File: src/verilog/rbm_pkg.sv
// Shared constants and types for the receive backplane multiplexed port.
package rbm_pkg;
  // Register port widths.
  localparam int ADDR_W = 8;
  localparam int DATA_W = 8;
  // Register offsets.
  localparam logic [ADDR_W-1:0] CTRL_OFFSET = 8'h22;
  localparam logic [ADDR_W-1:0] STATUS_OFFSET = 8'h24;
  // Control register field positions and reset values.
  localparam int RATE_LSB = 0;
  localparam int RATE_MSB = 1;
  localparam int MUX_EN_BIT = 7;
  localparam logic [1:0] RATE_RESET = 2'h0;
  localparam logic MUX_EN_RESET = 1'b0;
  // Status register field positions.
  localparam int ALIGNED_BIT = 0;
  localparam int SYNC_ERR_BIT = 1;
  // Rate codes that select a multiplexed mode.
  localparam logic [1:0] RATE_MVIP = 2'h2;
  localparam logic [1:0] RATE_H100 = 2'h3;
  // Frame geometry at 16.384 Mbit/s and 8 kHz frames.
  localparam int SERIAL_RATE_HZ = 16384000;
  localparam int FRAME_RATE_HZ = 8000;
  localparam int FRAME_BITS = SERIAL_RATE_HZ / FRAME_RATE_HZ;
  localparam int BIT_IDX_W = $clog2(FRAME_BITS);
  localparam int CHANNELS = 4;
  // Frame sync lengths in bit periods for each mode.
  localparam logic [2:0] SYNC_LEN_MVIP = 3'h4;
  localparam logic [2:0] SYNC_LEN_H100 = 3'h2;
  // Port operating state, one-hot.
  typedef enum logic [2:0] {
    RBM_OFF = 3'b001,
    RBM_HUNT = 3'b010,
    RBM_RUN = 3'b100
  } rbm_mode_type;
  // Register access bundle from software.
  typedef struct packed {
    logic [ADDR_W-1:0] addr;
    logic [DATA_W-1:0] wdata;
    logic wr;
    logic rd;
  } rbm_bus_type;
  // Byte fetch request towards the line channel buffers.
  typedef struct packed {
    logic req;
    logic [1:0] chan;
    logic [5:0] slot;
  } rbm_fetch_type;
endpackage : rbm_pkg

File: src/verilog/rbm_edge_sync.sv
// Synchroniser and rising-edge finder for the backplane clock and frame sync.
`timescale 1ns/1ns
module rbm_edge_sync (
  // Clock and reset.
  input wire logic clk_sys_in,
  input wire logic rst_n_in,
  // Backplane pins.
  input wire logic rx_serial_clock_in,
  input wire logic rx_frame_sync_in,
  // Synchronised results.
  output logic clk_rise_out,
  output logic sync_level_out
);
  // All state of this module.
  typedef struct packed {
    logic [1:0] meta;
    logic [1:0] stable;
    logic clk_prev;
  } rbm_sync_state_type;

  rbm_sync_state_type st;
  rbm_sync_state_type next_st;
  logic [1:0] pins;

  // Pin bundle, clock in bit 0 and frame sync in bit 1.
  assign pins = {rx_frame_sync_in, rx_serial_clock_in};

  // First stage feeds only the second; edges are found past the second.
  always_comb begin
    next_st = st;
    next_st.meta = pins;
    next_st.stable = st.meta;
    next_st.clk_prev = st.stable[0];
  end

  // State register.
  always_ff @(posedge clk_sys_in or negedge rst_n_in) begin
    if (!rst_n_in) begin
      st <= '0;
    end else begin
      st <= next_st;
    end
  end

  // A rising clock edge seen in the same cycle it leaves the synchroniser.
  assign clk_rise_out = st.stable[0] & ~st.clk_prev;
  assign sync_level_out = st.stable[1];
endmodule : rbm_edge_sync

File: src/verilog/rbm_serializer.sv
// Byte holder and bit launcher for the multiplexed serial output.
`timescale 1ns/1ns
module rbm_serializer (
  // Clock and reset.
  input wire logic clk_sys_in,
  input wire logic rst_n_in,
  // Control from the port logic.
  input wire logic enable_in,
  input wire logic launch_in,
  input wire logic [2:0] bit_sel_in,
  input wire logic load_in,
  input wire logic [7:0] load_data_in,
  // Serial data.
  output logic serial_out
);
  // All state of this module.
  typedef struct packed {
    logic [7:0] hold;
    logic serial;
  } rbm_ser_state_type;

  rbm_ser_state_type st;
  rbm_ser_state_type next_st;

  // Bits leave most significant first; a disabled port holds the line low.
  always_comb begin
    next_st = st;
    if (load_in) begin
      next_st.hold = load_data_in;
    end
    if (!enable_in) begin
      next_st.serial = 1'b0;
    end else if (launch_in) begin
      next_st.serial = st.hold[3'h7 - bit_sel_in];
    end
  end

  // State register.
  always_ff @(posedge clk_sys_in or negedge rst_n_in) begin
    if (!rst_n_in) begin
      st <= '0;
    end else begin
      st <= next_st;
    end
  end

  assign serial_out = st.serial;
endmodule : rbm_serializer

File: src/verilog/rbm_port.sv
// Receive backplane port merging four line channels into one 16.384 Mbit/s stream.
//
// Operation
// - Two-bit rate field, bits 1-0, resets zero.
// - Code 10 interleaves four channels onto output.
// - H.100 uses same interleave, two-bit sync.
// - Each output bit launches on rising clock.
`timescale 1ns/1ns
module rbm_port (
  // Clock and reset.
  input wire logic clk_sys_in,
  input wire logic rst_n_in,
  // Software register port.
  input wire rbm_pkg::rbm_bus_type reg_bus_in,
  output logic [rbm_pkg::DATA_W-1:0] reg_rdata_out,
  // Backplane pins.
  input wire logic rx_serial_clock_in,
  input wire logic rx_frame_sync_in,
  output logic rx_serial_out,
  // Byte fetch from the line channel buffers.
  output rbm_pkg::rbm_fetch_type fetch_out,
  input wire logic [7:0] fetch_data_in
);
  // All state of the port.
  typedef struct packed {
    // Operating state: off, hunting for the frame sync, or aligned.
    rbm_pkg::rbm_mode_type mode;
    // Rate field of the control register.
    logic [1:0] rate;
    // Multiplexed mode enable of the control register.
    logic mux_en;
    // Sticky flag for a frame sync of the wrong length.
    logic sync_err;
    // Count of consecutive clock edges that sampled the sync high.
    logic [2:0] run_len;
    // Frame bit carried by the latest backplane clock edge.
    logic [rbm_pkg::BIT_IDX_W-1:0] bit_idx;
    // Read data, standing for one cycle after a read strobe.
    logic [rbm_pkg::DATA_W-1:0] rdata;
    // Byte fetch request towards the line channel buffers.
    rbm_pkg::rbm_fetch_type fetch;
    // One-cycle order to the shifter to put out a bit.
    logic launch;
    // Position within the byte of the bit to put out.
    logic [2:0] launch_bit;
  } rbm_port_state_type;

  rbm_port_state_type st;
  rbm_port_state_type next_st;

  // Synchronised backplane view.
  logic clk_rise;
  logic sync_level;
  // Mode decode.
  logic active;
  logic [2:0] sync_len;
  // Bit index after this edge and the byte slot that follows it.
  logic [rbm_pkg::BIT_IDX_W-1:0] idx_now;
  logic [7:0] next_slot;
  logic sync_end;
  logic sync_good;
  // Register port decode.
  logic wr_ctrl;
  logic wr_status;

  // Both backplane inputs pass two flip-flops before use.
  rbm_edge_sync u_sync (
    .clk_sys_in(clk_sys_in),
    .rst_n_in(rst_n_in),
    .rx_serial_clock_in(rx_serial_clock_in),
    .rx_frame_sync_in(rx_frame_sync_in),
    .clk_rise_out(clk_rise),
    .sync_level_out(sync_level)
  );

  // Output shifter, loaded by the fetch answer.
  rbm_serializer u_ser (
    .clk_sys_in(clk_sys_in),
    .rst_n_in(rst_n_in),
    .enable_in(st.mode == rbm_pkg::RBM_RUN),
    .launch_in(st.launch),
    .bit_sel_in(st.launch_bit),
    .load_in(st.fetch.req),
    .load_data_in(fetch_data_in),
    .serial_out(rx_serial_out)
  );

  // Only codes 10 and 11 with multiplexing enabled run the port.
  assign active = st.mux_en & st.rate[1];
  // Sync pulse length expected for the selected mode.
  assign sync_len = (st.rate == rbm_pkg::RATE_H100) ? rbm_pkg::SYNC_LEN_H100 :
                    rbm_pkg::SYNC_LEN_MVIP;

  // A sync run ends at the first edge that samples it low again.
  // The run length is judged before this edge's own sample is counted.
  assign sync_end = clk_rise & ~sync_level & (st.run_len != 3'h0);
  assign sync_good = (st.run_len == sync_len);

  // After a good run the edge launches bit half the run length into the frame.
  always_comb begin
    if (sync_end && sync_good) begin
      // The sync straddles the frame boundary, so half of it lies in this frame.
      idx_now = rbm_pkg::BIT_IDX_W'(sync_len >> 1);
    end else begin
      // Otherwise count on; the index wraps at the frame length of 2048 bits.
      idx_now = st.bit_idx + rbm_pkg::BIT_IDX_W'(1);
    end
  end

  // Byte slot k carries channel k mod 4, timeslot k div 4.
  // The slot wraps from the last of a frame to the first.
  assign next_slot = idx_now[rbm_pkg::BIT_IDX_W-1:3] + 8'h01;

  // Register strobes.
  // The status register is read-only apart from the write-one clear.
  assign wr_ctrl = reg_bus_in.wr & (reg_bus_in.addr == rbm_pkg::CTRL_OFFSET);
  assign wr_status = reg_bus_in.wr & (reg_bus_in.addr == rbm_pkg::STATUS_OFFSET);

  // Next-state logic for registers, frame tracking and fetch.
  always_comb begin
    next_st = st;
    next_st.launch = 1'b0;
    next_st.fetch.req = 1'b0;
    // Control register write.
    if (wr_ctrl) begin
      next_st.rate = reg_bus_in.wdata[rbm_pkg::RATE_MSB:rbm_pkg::RATE_LSB];
      // Bits other than the rate field and the enable are not stored.
      next_st.mux_en = reg_bus_in.wdata[rbm_pkg::MUX_EN_BIT];
    end
    // Writing one clears the sync error flag.
    if (wr_status && reg_bus_in.wdata[rbm_pkg::SYNC_ERR_BIT]) begin
      next_st.sync_err = 1'b0;
    end
    // Read data stand in the cycle after the read strobe only.
    next_st.rdata = '0;
    if (reg_bus_in.rd) begin
      case (reg_bus_in.addr)
        rbm_pkg::CTRL_OFFSET: begin
          // Rate field and enable bit; other bits read zero.
          next_st.rdata[rbm_pkg::RATE_MSB:rbm_pkg::RATE_LSB] = st.rate;
          next_st.rdata[rbm_pkg::MUX_EN_BIT] = st.mux_en;
        end
        rbm_pkg::STATUS_OFFSET: begin
          // Alignment and sync error flags.
          next_st.rdata[rbm_pkg::ALIGNED_BIT] = (st.mode == rbm_pkg::RBM_RUN);
          next_st.rdata[rbm_pkg::SYNC_ERR_BIT] = st.sync_err;
        end
        default: begin
          // Unmapped addresses read zero.
          next_st.rdata = '0;
        end
      endcase
    end
    // Frame tracking on each rising backplane clock edge.
    if (!active) begin
      // Disabled or reserved setting: forget any partial sync run.
      next_st.mode = rbm_pkg::RBM_OFF;
      next_st.run_len = 3'h0;
    end else begin
      case (st.mode)
        rbm_pkg::RBM_OFF: begin
          // Start hunting for the frame sync.
          next_st.mode = rbm_pkg::RBM_HUNT;
        end
        rbm_pkg::RBM_HUNT, rbm_pkg::RBM_RUN: begin
          // Everything below moves only on a backplane clock edge.
          if (clk_rise) begin
            next_st.bit_idx = idx_now;
            // Count sync-high edges, saturating.
            if (sync_level) begin
              if (st.run_len != 3'h7) begin
                next_st.run_len = st.run_len + 3'h1;
              end
            end else begin
              // A low sample ends the run.
              next_st.run_len = 3'h0;
            end
            // A run of the wrong length drops alignment.
            if (sync_end && !sync_good) begin
              next_st.mode = rbm_pkg::RBM_HUNT;
            end else if (sync_end) begin
              next_st.mode = rbm_pkg::RBM_RUN;
            end
            // Launch the bit for this edge while aligned.
            if (next_st.mode == rbm_pkg::RBM_RUN) begin
              // The shifter reads its held byte at this same edge, so the fetch cannot disturb it.
              next_st.launch = 1'b1;
              next_st.launch_bit = idx_now[2:0];
              // After the last bit of a byte fetch the next slot's byte.
              if (idx_now[2:0] == 3'h7) begin
                next_st.fetch.req = 1'b1;
                next_st.fetch.chan = next_slot[1:0];
                next_st.fetch.slot = next_slot[7:2];
              end
            end
          end
        end
        default: begin
          // An illegal state code falls back to off.
          next_st.mode = rbm_pkg::RBM_OFF;
        end
      endcase
    end
    // A bad sync sets the error flag and wins over a clear.
    if (active && st.mode != rbm_pkg::RBM_OFF && sync_end && !sync_good) begin
      next_st.sync_err = 1'b1;
    end
  end

  // State register.
  // Reset puts the port off and the control fields at their reset values.
  always_ff @(posedge clk_sys_in or negedge rst_n_in) begin
    if (!rst_n_in) begin
      st <= '0;
      st.mode <= rbm_pkg::RBM_OFF;
      st.rate <= rbm_pkg::RATE_RESET;
      st.mux_en <= rbm_pkg::MUX_EN_RESET;
    end else begin
      st <= next_st;
    end
  end

  // Outputs straight from flip-flops.
  // The byte for a fetch must answer in the same cycle as the request.
  assign reg_rdata_out = st.rdata;
  assign fetch_out = st.fetch;
endmodule : rbm_port

File: config.mk
export PLATFORM = sky130hd
export DESIGN_NAME = rbm_port
export DESIGN_NICKNAME = d
export VERILOG_FILES = /design/src/verilog/rbm_pkg.sv /design/src/verilog/rbm_edge_sync.sv /design/src/verilog/rbm_serializer.sv /design/src/verilog/rbm_port.sv
export SDC_FILE = /design/constraint.sdc
export NUM_CORES = 1
export LEC_CHECK = 0
export BUFFER_PORTS_ARGS = -buffer_cell sky130_fd_sc_hd__buf_4
export CORE_AREA = 2 2 74 76
export DETAILED_ROUTE_END_ITERATION = 8
export DIE_AREA = 0 0 76 78
export GPL_ROUTABILITY_DRIVEN = 0
export GPL_TIMING_DRIVEN = 0
export PLACE_DENSITY = 0.76
export SLEW_MARGIN = 10
export SYNTH_ARGS = -nofsm -noshare
export SYNTH_HDL_FRONTEND = slang
export SYNTH_SLANG_ARGS = --single-unit
File: constraint.sdc
create_clock -name clk_sys_in -period 4.4 [get_ports clk_sys_in]
set_input_delay 0 -clock clk_sys_in [delete_from_list [all_inputs] [get_ports clk_sys_in]]
set_output_delay 0 -clock clk_sys_in [all_outputs]
set_load 0.02 [all_outputs]
==> results.txt <==
largest net degree at the start of global routing: 52
count of cell types in the netlist: 54
synthesized instance count: 271
antenna diode count: 0
clock-pin slew on the worst setup and hold paths: 0.10 ns
Die Span Y: 78 um
Slew Limit Headroom: 56.7%
Crit. End Element: register
Hold Path Origin: reg_bus_in[13]
Cell Chain, Critical Path: clkbuf_2, a21bo_2, o21ai_0, nor3b_2, buf_2, a21oi_1, ha_1, nand4b_1, nor4_1, xor2_1, a21oi_1
# DRC: 0
type of the most critical hold path: in -> reg
Final Hold Vio Count: 0
Antenna Violating Nets Remaining: 0
Clock Latency Late Sink: 0.30 ns
Final Util: 66.0%
CTS Sinks: 51
power density over cell area: 240 nW/um^2
status: finished clean
placed inst area: 3080 um^2
Reg2Reg Setup Slack: 1.67 ns
most frequent cell after synthesis: dfrtp_1
share of layout cells above drive strength 1: 27.1%
Final period util: 62.1%
CP Data Arrival Time: 2.95 ns
Final setup viols: 0
routed vias/inst: 5.09
first-pass GRT wire length: 9700 um
Root Driver: clkbuf_8
Total GRT Usage: 20.3%
die area: 5930 um^2
startpoint types: register
asr flop ratio synth: 100%
Die Width: 76 um
share of the synthesized area in the top cell type: 46.4%
I/O pins: 48
vias: 2067
Worst Tran Pin Value: 0.649 ns
worst vdd ir: 0.000143 V
Crit-path slowest cell: dfrtp_1
global-route congestion overflow total: 0
RR Endpoint: fetch_out[4]
sequential element share of the synthesized area: 47.3%
final net count: 370
CP Launch Point: st[38]
Area Overhead vs Synth: 23.4%
WL per Instance: 13.3 um
hold path endpoint: reg_rdata_out[1]
Core Region: 5040 um^2
Top cell by count, worst path: a21oi_1
Worst Setup Path Type: reg -> reg
max-slew violation count: 0
ranking of synthesized cells by area: dfrtp_1 46%, buf_4 5.3%, mux2_2 5.0%
prevailing post-synth register cell: dfrtp_1
synth warn: 0
Design Area, Final: 3330 um^2
EDFF count, synth: 0
commonest cells in the synthesized netlist: 50 x dfrtp_1, 35 x nand2_1, 22 x nor2_1
H-tree depth: 2
TritonCTS Buffers: 5
WP data required: 4.62 ns
Synth area leader: dfrtp_1
Max Buffers Root-to-Sink: 2
final worst path period need: 2.73 ns
Worst Skew: 0.0115 ns
Pleak: 1.53 nW
drt pass-1 iters: 4
Worst R2R Path Depth: 11
CTS tree: done
Fill cells: 413
Starting DRT DRC Count: 232
max incr delay on CP: 0.38 ns
Post-Route WL: 5410 um
IO buf count: 37
hold depth: 4
setup TNS: 0 ns
Seq cells post-synth: 51
R2R Path Start: st[38]
FP Rows: 26
Achievable Freq: 366 MHz
total power: 0.000797 W
initial core utilization: 53.5%
# resized after CTS: 0
CP max FO: 10
vias in the first global route: 2094
RSZ-0062 raised after global routing: no
dpl hpwl: 3640 um
antenna violations before repair: 0
Max-cap violations: 0
Avg Cell Area, Syn: 9.96 um^2
Mapped Area: 2700 um^2
-- logic make-up (layout without fill, tap and decap cells) --
| family | count (synthesis) | after routing | share of synthesized area (%) |
|---|---|---|---|
| and+or+nand+nor | 101 | 101 | 19.1 |
| xor gates and xnor gates | 12 | 12 | 4.17 |
| other | 1 | 5 | 0.139 |
| adders and majority gates | 5 | 5 | 2.32 |
| buffers and inverters | 34 | 95 | 7.74 |
| AOI/OAI and AO/OA | 50 | 50 | 11.5 |
| muxes | 17 | 17 | 7.79 |
| DFF | 51 | 51 | 47.3 |
-- worst max-delay path: cells and delay by family (launching register included) --
kind	cells	cell delay (ns)
xor+xnor	1	0.18
compound gates	4	0.74
buf+inv	2	0.47
fa+ha+maj	1	0.24
simple gates	3	0.64
flops	1	0.38
-- final cells by class --
type	instances	area, um^2	area share [%]
flip-flops and latches	51	1280	38.4
clock inverters	2	17.5	0.526
plain buffers	27	183	5.49
well taps	70	87.6	2.63
repair buffers	53	438	13.2
clock buffers	6	72.6	2.18
multi-input cells	190	1230	36.9
inverters	7	26.3	0.789
-- layer usage --
| metal | vias to the layer above | global-route usage (%) | routed length [um] |
|---|---|---|---|
| li1 | 1046 | - | - |
| met2 | 38 | 33.2 | 2570 |
| met4 | 0 | 6.36 | 116 |
| met3 | 12 | 3.14 | 172 |
| met1 | 971 | 28.2 | 2550 |
| met5 | - | 0 | 0 |
-- power by group --
group,internal [W],switching [W]
registers,0.000472,0.00000302
clock network,0.000115,0.000158
logic,0.0000278,0.0000217
total,0.000614,0.000183
-- state kept, by name, summed over array words and instances, names as in the netlist --
name	count
st	25
fetch_out	9
u_ser.st	8
reg_rdata_out	3
u_sync.next_st	3
u_ser.serial_out	1
u_sync.st	1
u_sync.sync_level_out	1
-- cell usage in the layout (no fill, tap or decap), types with 2 or more instances in the layout --
master,instances
nor3_1,3
nor2b_1,3
mux4_2,2
nand2b_1,7
nor3_2,2
nand4_1,4
and2_1,2
nand2_1,35
xor2_1,3
clkinv_4,2
nand3_1,6
ha_1,5
nand3b_1,2
conb_1,5
buf_4,56
nor4_1,2
xnor2_1,8
a22oi_1,4
nand4b_1,3
inv_1,7
nor2_1,22
o21ai_0,20
clkbuf_8,5
a22o_1,3
mux2i_1,3
and3_1,2
dlygate4sd3_1,16
clkbuf_1,5
a21oi_1,11
dfrtp_1,50
mux2_2,12
-- how the worst max path moves through the flow --
| stage | to | cells after the start |
|---|---|---|
| detailed placement | fetch_out[4] | 11 |
| global placement | fetch_out[4] | 11 |
| CTS | fetch_out[4] | 11 |
| floorplan | fetch_out[4] | 11 |
| finish | fetch_out[4] | 11 |
| global route | fetch_out[4] | 11 |
-- stage by stage --
stage               setup WS [ns]  hold WS, ns  instances
global placement             1.79       0.0667        382
finish                       1.67       0.0123        406
CTS                          1.70      0.00158        406
detailed placement           1.72       0.0697        382
floorplan                    2.16       -0.296        275
global route                 1.50       0.0378        406
-- repair_timing --
item                       CTS  global route
hold endpoints to repair    66             0
setup endpoints to repair    0             0
buffers inserted             0             0
hold buffers                16             0
Power figures use the tool's default switching activity.
